==> src/common/tcap_pkg.sv <==
// Purpose: constants for the three-channel capture timer
// Assumes: byte-wide register port, 16-bit read data
// Notes:   offsets are the addresses of the register port
package tcap_pkg;
    // ==========================================================
    // Register addresses
    localparam logic [15:0] ADDR_MODE     = 16'hFF65;
    localparam logic [15:0] ADDR_PRESCALE = 16'hFF66;
    localparam logic [15:0] ADDR_DIVIDER  = 16'hFF67;
    localparam logic [15:0] ADDR_COUNT    = 16'hFF60;
    localparam logic [15:0] ADDR_CAP0     = 16'hFF62;
    localparam logic [15:0] ADDR_CAP1     = 16'hFF68;
    localparam logic [15:0] ADDR_CAP2     = 16'hFF6A;
    // ==========================================================
    // Field positions
    localparam int MODE_OUT_EN_BIT = 0;
    localparam int MODE_RUN_BIT    = 2;
    localparam int PRS_SEL_LSB     = 0;
    localparam int EDGE0_LSB       = 2;
    localparam int EDGE1_LSB       = 4;
    localparam int EDGE2_LSB       = 6;
    localparam int DIV_SEL_LSB     = 0;
    // ==========================================================
    // Reset values
    localparam logic [7:0]  MODE_RST     = 8'h00;
    localparam logic [7:0]  PRESCALE_RST = 8'h00;
    localparam logic [7:0]  DIVIDER_RST  = 8'h00;
    localparam logic [15:0] COUNT_RST    = 16'h0000;
    // ==========================================================
    // Edge codes; 2'h2 is prohibited and detects nothing
    localparam logic [1:0] EDGE_FALL = 2'h0;
    localparam logic [1:0] EDGE_RISE = 2'h1;
    localparam logic [1:0] EDGE_BOTH = 2'h3;
    // Prescaler: count clock is REF_CLK / 2^(PRS_BASE_LOG2 + sel)
    localparam int PRS_BASE_LOG2 = 3;
    localparam int PRS_WIDTH     = 6;
endpackage

==> src/rtl/tcap_timer.sv <==
// Purpose: 16-bit free-running timer with three capture channels
// Assumes: one REF_CLK domain; byte register port with strobes
// Notes:   count clock is a one-cycle tick, not a derived clock
`timescale 1ns/1ps

// What this block does
// read-only 16-bit counter, reset to zero
// counter undefined while stopped; here it holds
// channel zero edge captures and interrupts
// channel one edge captures and interrupts
// channel two edge after division captures
// capture registers 16 bits, no reset
// mode bit 2 runs the timer
// mode bit 0 enables prescaler output
// software writes zero to mode spares
// software stops timer before mode change
// divider field divides channel two by 1..8
// software stops timer before divider write
// per-channel edge select, falling/rising/both
// prescaler select: divide by 8..64
// software stops timer before prescaler write
// mode resets zero; bit and byte writes
// capture copies current counter value
// inputs sampled at count clock, twice
// counter wraps freely, no compare clear
module tcap_timer (
    input  wire logic        REF_CLK,
    input  wire logic        SRST,
    input  wire logic [15:0] ADDR,
    input  wire logic        WR_BYTE,
    input  wire logic        WR_BIT,
    input  wire logic [2:0]  BIT_SEL,
    input  wire logic        BIT_VAL,
    input  wire logic [7:0]  WDATA,
    input  wire logic        RD,
    input  wire logic        CAPTURE_INPUT_ZERO,
    input  wire logic        CAPTURE_INPUT_ONE,
    input  wire logic        CAPTURE_INPUT_TWO,
    output logic [15:0]      RDATA,
    output logic             CAPTURE_IRQ_ZERO,
    output logic             CAPTURE_IRQ_ONE,
    output logic             CAPTURE_IRQ_TWO,
    output logic             PRESCALER_OUT
);
    // ==========================================================
    // State
    typedef struct packed {
        logic [7:0]  mode;
        logic [7:0]  prs;
        logic [7:0]  div;
        logic [15:0] count;
        logic [15:0] cap0;
        logic [15:0] cap1;
        logic [15:0] cap2;
        logic [5:0]  pre;
        logic [2:0]  sync1;
        logic [2:0]  sync2;
        logic [2:0]  samp_a;
        logic [2:0]  level;
        logic [2:0]  div_cnt;
        logic [2:0]  irq;
        logic        pout;
        logic [15:0] rdata;
    } tcap_state_t;

    tcap_state_t s_q;
    tcap_state_t s_d;

    // ==========================================================
    // Edge qualifier shared by all three channels
    function automatic logic edge_hit(input logic [1:0] sel,
                                      input logic old_l,
                                      input logic new_l);
        logic rise;
        logic fall;
        rise = !old_l && new_l;
        fall = old_l && !new_l;
        case (sel)
            tcap_pkg::EDGE_FALL: edge_hit = fall;
            tcap_pkg::EDGE_RISE: edge_hit = rise;
            tcap_pkg::EDGE_BOTH: edge_hit = rise || fall;
            default:             edge_hit = 1'b0;
        endcase
    endfunction

    logic       run;
    logic       tick;
    logic [1:0] psel;
    logic [2:0] hit;
    logic [2:0] trig;
    logic [2:0] div_mask;

    // ==========================================================
    // Next state
    always_comb begin
        s_d = s_q;
        // run control
        run  = s_q.mode[tcap_pkg::MODE_RUN_BIT];
        psel = s_q.prs[tcap_pkg::PRS_SEL_LSB +: 2];
        // tick when the selected prescaler bits all wrap
        tick = run && (s_q.pre[3'(psel) + 3'(tcap_pkg::PRS_BASE_LOG2 - 1)
                       -: 1] == 1'b1)
               && ((s_q.pre & ((6'h01 << (3'(psel) + 3'(
                   tcap_pkg::PRS_BASE_LOG2))) - 6'h01))
                   == ((6'h01 << (3'(psel) + 3'(
                   tcap_pkg::PRS_BASE_LOG2))) - 6'h01));
        s_d.pre = run ? s_q.pre + 6'h01 : 6'h00;
        // gated prescaler output, square at the count rate
        s_d.pout = s_q.mode[tcap_pkg::MODE_OUT_EN_BIT] && run
                   && s_q.pre[3'(psel) + 3'(tcap_pkg::PRS_BASE_LOG2 - 1)];
        // count on tick; R19: free wrap; R02: holds when stopped
        if (tick) begin
            s_d.count = s_q.count + 16'h0001;
        end
        // Pin synchroniser, first stage read only by second
        s_d.sync1 = {CAPTURE_INPUT_TWO, CAPTURE_INPUT_ONE,
                     CAPTURE_INPUT_ZERO};
        s_d.sync2 = s_q.sync1;
        // sample at count clock, two equal samples accepted
        hit = 3'h0;
        if (tick) begin
            s_d.samp_a = s_q.sync2;
            for (int i = 0; i < 3; i++) begin
                if (s_q.sync2[i] == s_q.samp_a[i]) begin
                    s_d.level[i] = s_q.sync2[i];
                    // per-channel valid edge
                    hit[i] = edge_hit(
                        s_q.prs[tcap_pkg::EDGE0_LSB + 2 * i +: 2],
                        s_q.level[i], s_q.sync2[i]);
                end
            end
        end
        // channel two divider, one of 1, 2, 4, 8 edges
        div_mask = 3'((4'h1 << s_q.div[tcap_pkg::DIV_SEL_LSB +: 2])
                      - 4'h1);
        trig = hit;
        trig[2] = 1'b0;
        if (hit[2]) begin
            if ((s_q.div_cnt & div_mask) == div_mask) begin
                s_d.div_cnt = 3'h0;
                trig[2] = 1'b1;
            end else begin
                s_d.div_cnt = s_q.div_cnt + 3'h1;
            end
        end
        if (!run) begin
            s_d.div_cnt = 3'h0;
        end
        // capture and one-cycle interrupt pulses
        // copy current counter
        s_d.irq = trig;
        if (trig[0]) begin
            s_d.cap0 = s_q.count;
        end
        if (trig[1]) begin
            s_d.cap1 = s_q.count;
        end
        if (trig[2]) begin
            s_d.cap2 = s_q.count;
        end
        // byte writes to mode, prescale and divider, bit writes to mode only
        if (WR_BYTE) begin
            if (ADDR == tcap_pkg::ADDR_MODE) begin
                s_d.mode = WDATA;
            end else if (ADDR == tcap_pkg::ADDR_PRESCALE) begin
                s_d.prs = WDATA;
            end else if (ADDR == tcap_pkg::ADDR_DIVIDER) begin
                s_d.div = WDATA;
            end
        end else if (WR_BIT && ADDR == tcap_pkg::ADDR_MODE) begin
            s_d.mode[BIT_SEL] = BIT_VAL;
        end
        // capture values read whole as 16 bits
        if (RD) begin
            if (ADDR == tcap_pkg::ADDR_MODE) begin
                s_d.rdata = {8'h00, s_q.mode};
            end else if (ADDR == tcap_pkg::ADDR_PRESCALE) begin
                s_d.rdata = {8'h00, s_q.prs};
            end else if (ADDR == tcap_pkg::ADDR_DIVIDER) begin
                s_d.rdata = {8'h00, s_q.div};
            end else if (ADDR == tcap_pkg::ADDR_COUNT) begin
                s_d.rdata = s_q.count;
            end else if (ADDR == tcap_pkg::ADDR_CAP0) begin
                s_d.rdata = s_q.cap0;
            end else if (ADDR == tcap_pkg::ADDR_CAP1) begin
                s_d.rdata = s_q.cap1;
            end else if (ADDR == tcap_pkg::ADDR_CAP2) begin
                s_d.rdata = s_q.cap2;
            end else begin
                s_d.rdata = 16'h0000;
            end
        end
    end

    // ==========================================================
    // State register
    always_ff @(posedge REF_CLK) begin
        s_q <= s_d;
        if (SRST) begin
            // mode clears; R01: counter clears
            s_q.mode    <= tcap_pkg::MODE_RST;
            s_q.prs     <= tcap_pkg::PRESCALE_RST;
            s_q.div     <= tcap_pkg::DIVIDER_RST;
            s_q.count   <= tcap_pkg::COUNT_RST;
            s_q.pre     <= 6'h00;
            s_q.sync1   <= 3'h0;
            s_q.sync2   <= 3'h0;
            s_q.samp_a  <= 3'h0;
            s_q.level   <= 3'h0;
            s_q.div_cnt <= 3'h0;
            s_q.irq     <= 3'h0;
            s_q.pout    <= 1'b0;
            s_q.rdata   <= 16'h0000;
        end
    end

    // ==========================================================
    // Outputs
    assign RDATA            = s_q.rdata;
    assign CAPTURE_IRQ_ZERO = s_q.irq[0];
    assign CAPTURE_IRQ_ONE  = s_q.irq[1];
    assign CAPTURE_IRQ_TWO  = s_q.irq[2];
    assign PRESCALER_OUT    = s_q.pout;
endmodule

==> config.mk <==
export PLATFORM = sky130hd
export DESIGN_NAME = tcap_timer
export DESIGN_NICKNAME = d
export VERILOG_FILES = /design/src/common/tcap_pkg.sv /design/src/rtl/tcap_timer.sv
export SDC_FILE = /design/constraint.sdc
export NUM_CORES = 1
export LEC_CHECK = 0
export ABC_CLOCK_PERIOD_IN_PS = 8900
export BUFFER_PORTS_ARGS = -buffer_cell sky130_fd_sc_hd__buf_2
export CAP_MARGIN = 20
export CORE_ASPECT_RATIO = 1.4
export CORE_MARGIN = 2
export CORE_UTILIZATION = 50
export CTS_CLUSTER_SIZE = 20
export DETAILED_ROUTE_END_ITERATION = 7
export GPL_ROUTABILITY_DRIVEN = 0
export PLACE_DENSITY_LB_ADDON = 0.12
export SLEW_MARGIN = 15
export SYNTH_ARGS = -nofsm -noshare
export SYNTH_HDL_FRONTEND = slang
export SYNTH_SLANG_ARGS = --single-unit
export TNS_END_PERCENT = 1
==> constraint.sdc <==
create_clock -name REF_CLK -period 8.9 [get_ports REF_CLK]
set_input_delay 0.445 -clock REF_CLK [delete_from_list [all_inputs] [get_ports REF_CLK]]
set_output_delay 0.445 -clock REF_CLK [all_outputs]
set_load 0.01 [all_outputs]
==> metrics.yaml <==
status: "complete, no violations"
num_vias: 4693
finalPower_uw: 1350
dr.pass1.iters: 5
drt_first_iter_violations: 236
final_cells: 795
critPathLaunch: "s_q[38]"
cts_made_buffers: 17
grt_overflow: 0
initial_core_util: 0.5089
min_period_ps: 2708
place_area_sq_um: 6272
drc: 0
syn_inst: 602
grt_pass1_vias: 4393
tightestPinTransition_ps: 1061
grt_pass1_wl_um: 22550
rsz0062_at_grt: "false"
synth_area_per_cell_sq_um: 9.943
cts_resized: 0
worst-r2r-setup-slack_ps: 6190
routed_wl_um: 14440
swShare: 0.2075
cts_tree: "yes"
fin_nets: 681
cts.clk_slew.worst_paths_ps: 60
final_util: 0.5840
syn_area_sq_um: 5986
ir_worst_vdd_uv: 118.6
syn2layout_area_growth_pct: 14.76
drive_above_1_share: 0.1682
start_kind: "register"
htree_levels: 4
dieArea_sq_um: 12870
fin_crit_sh: 0.3043
port_buffers: 55
rows: 47
cts_root_buf: "clkbuf_16"
endpoint_kind: "register"
dp_hpwl_um: 10070
finClkSkew_ps: 17.25
dpl.cell_count: 763
viasPerCell: 5.903
cts.sink_count: 129
synth_cell_types: 59
final_max_slew_viol_count: 0
max_stage_delay_ps: 780
setup_tns_ps: 0
pwr-share-seq: 0.452
pwr-share-clk: 0.516
hold_class: "in -> reg"
cp.required_ps: 8930
ctsLongestPathBuffers: 2
ys_seq_elements: 129
crit_path_top_delay_cell: "nor2_2"
clock_latency_ps: 420
crit_fanout: 16
die_w_um: 96.47
cellPowerDensity_nw_per_um2: 196.5
synth.area.top_cells: "dfxtp_1 (27%), edfxtp_1 (24%), nor2_1 (4.1%), a21oi_1 (3.8%), mux2i_1 (2.8%)"
synthFlopType: "dfxtp_1"
max_freq_mhz: 369.3
design.core.area_sq_um: 11760
synth-edff-count: 48
crit_end: "s_q[41]"
cp.arrival_ps: 2730
postCtsSetupBuffers: 0
yosysSeqAreaShare: 0.5117
path_cells: "nand2b_1 -> o2111ai_1 -> nor3_1 -> buf_4 -> nand2_1 -> nor2_2"
maxCapViolCount: 0
dieHeight_um: 133.5
timing.rr.start: "s_q[38]"
synth_top_area_share: 0.2709
io_pins: 56
synth_top_area_cell: "dfxtp_1"
switchingPower_uw: 280.1
internal_power_uw: 1070
ant_nets: 0
final_area_sq_um: 6869
critPathKind: "reg -> reg"
hold_violations: 0
antennaDiodeCount: 0
r2r_end: "s_q[41]"
hold_buffers: 0
synthArstFlopShare: 0
grt_max_degree: 73
p_leak_uw: 0.002586
finalSetupViolCount: 0
yosys_warnings: 0
grt_usage: 0.2336
reg2reg_depth: 6
drt-wirelength-per-cell_um: 18.16
combPwrFrac: 0.032
maxSlewHeadroom: 0.2867
antenna_found_initial: 0
Yosys cell counts (6+ instances only):
| library cell | number |
|---|---|
| mux2i_1 | 17 |
| o2111ai_1 | 8 |
| clkbuf_1 | 27 |
| o21ai_1 | 7 |
| inv_1 | 22 |
| nor3_1 | 10 |
| a22o_1 | 9 |
| nand2b_1 | 10 |
| a21o_1 | 9 |
| o21ai_0 | 20 |
| a2111oi_0 | 9 |
| nand3_1 | 9 |
| a21oi_1 | 45 |
| buf_4 | 16 |
| nor4_1 | 9 |
| o22ai_1 | 6 |
| o221ai_1 | 8 |
| xor2_1 | 7 |
| dfxtp_1 | 81 |
| edfxtp_1 | 48 |
| o31ai_2 | 7 |
| a211oi_1 | 15 |
| nor2_1 | 66 |
| xnor2_1 | 10 |
| nor2b_1 | 15 |
| or3_1 | 6 |
| nand2_1 | 41 |
| ha_1 | 10 |
| nand4_1 | 8 |
cell usage in the layout (no fill, tap or decap), types with 6 or more instances in the layout:
master | netlist | routed
a2111oi_0 | 9 | 9
dfxtp_1 | 81 | 81
xor2_1 | 7 | 7
o2111ai_1 | 8 | 8
a21o_1 | 9 | 9
nand4_1 | 8 | 8
nand3_1 | 9 | 9
nand2_1 | 41 | 41
or3_1 | 6 | 6
edfxtp_1 | 48 | 48
clkbuf_16 | 0 | 17
mux2i_1 | 17 | 17
a21oi_1 | 45 | 45
o22ai_1 | 6 | 6
a22o_1 | 9 | 9
nor4_1 | 9 | 7
ha_1 | 10 | 10
inv_1 | 22 | 22
o31ai_2 | 7 | 7
a211oi_1 | 15 | 15
buf_4 | 16 | 7
nor3_1 | 10 | 10
nor2b_1 | 15 | 15
xnor2_1 | 10 | 10
nor2_1 | 66 | 65
nand2b_1 | 10 | 10
o21ai_0 | 20 | 20
o21ai_1 | 7 | 7
buf_2 | 3 | 55
o221ai_1 | 8 | 8
area by class of cell:
class / instances / area [sq um]
fillers: 1055 / 4892
flip-flops and latches: 129 / 3063
multi-input cells: 403 / 2621
clock buffers: 22 / 454.2
repair buffers: 62 / 327.8
well taps: 147 / 183.9
clock inverters: 10 / 136.4
inverters: 22 / 82.58
registers in the layout, indices dropped and copies added, names as in the netlist:
| register | count |
|---|---|
| s_q | 103 |
| RDATA | 16 |
| s_d | 3 |
| psel | 2 |
| CAPTURE_IRQ_ONE | 1 |
| CAPTURE_IRQ_TWO | 1 |
| CAPTURE_IRQ_ZERO | 1 |
| PRESCALER_OUT | 1 |
| run | 1 |
through the flow:
step                      setup slack, ps  hold slack [ps]
after floorplan                      5993            413.8
after global routing                 6041            235.5
after CTS                            6142            230.0
after detailed placement             6151            432.4
final                                6192            236.0
after global placement               6218            426.2
worst max-delay path: cells and delay by family, from the launching register on:
| family | cells | cell delay (ps) |
|---|---|---|
| buffers and inverters | 1 | 230 |
| AND/OR/NAND/NOR | 4 | 1320 |
| flip-flops | 1 | 390 |
| AO/OA/AOI/OAI | 1 | 360 |
cell families after synthesis:
group,after synthesis,synth area share
xor+xnor,17,0.02487
simple gates,197,0.1681
other cells,1,0.0006265
mux,19,0.03219
fa+ha+maj,10,0.02090
compound gates,158,0.1840
flops,129,0.5117
buf+inv,71,0.05769
how the worst min path moves through the flow:
stage / slack (ps) / end / start / cells after the start
final: 240 / s_d[29] / CAPTURE_INPUT_ZERO / 2
after global routing: 240 / s_d[30] / CAPTURE_INPUT_ONE / 2
after detailed placement: 430 / RDATA[14] / RDATA[14] / 2
after CTS: 230 / s_d[29] / CAPTURE_INPUT_ZERO / 2
after global placement: 430 / s_q[31] / s_d[31] / 1
after floorplan: 410 / s_q[29] / s_d[29] / 1
power by group through the flow:
stage	Sequential [uW]	Clock [uW]	Combinational, uW
3_3_place_gp	622	0	42.3
3_5_place_dp	622	0	42.7
2_1_floorplan	622	0	25.8
6_report	610	697	43.5
5_1_grt	610	731	47.8
4_1_cts	610	703	42.9
layer usage:
layer,share of wire,vias up,GRT usage,routed length (um)
li1,-,2281,-,-
met1,0.42,2229,0.2949,6098
met2,0.50,154,0.3823,7228
met3,0.050,29,0.04581,719
met4,0.027,0,0.1056,392
met5,0,-,0,0
Power figures use the tool's default switching activity.
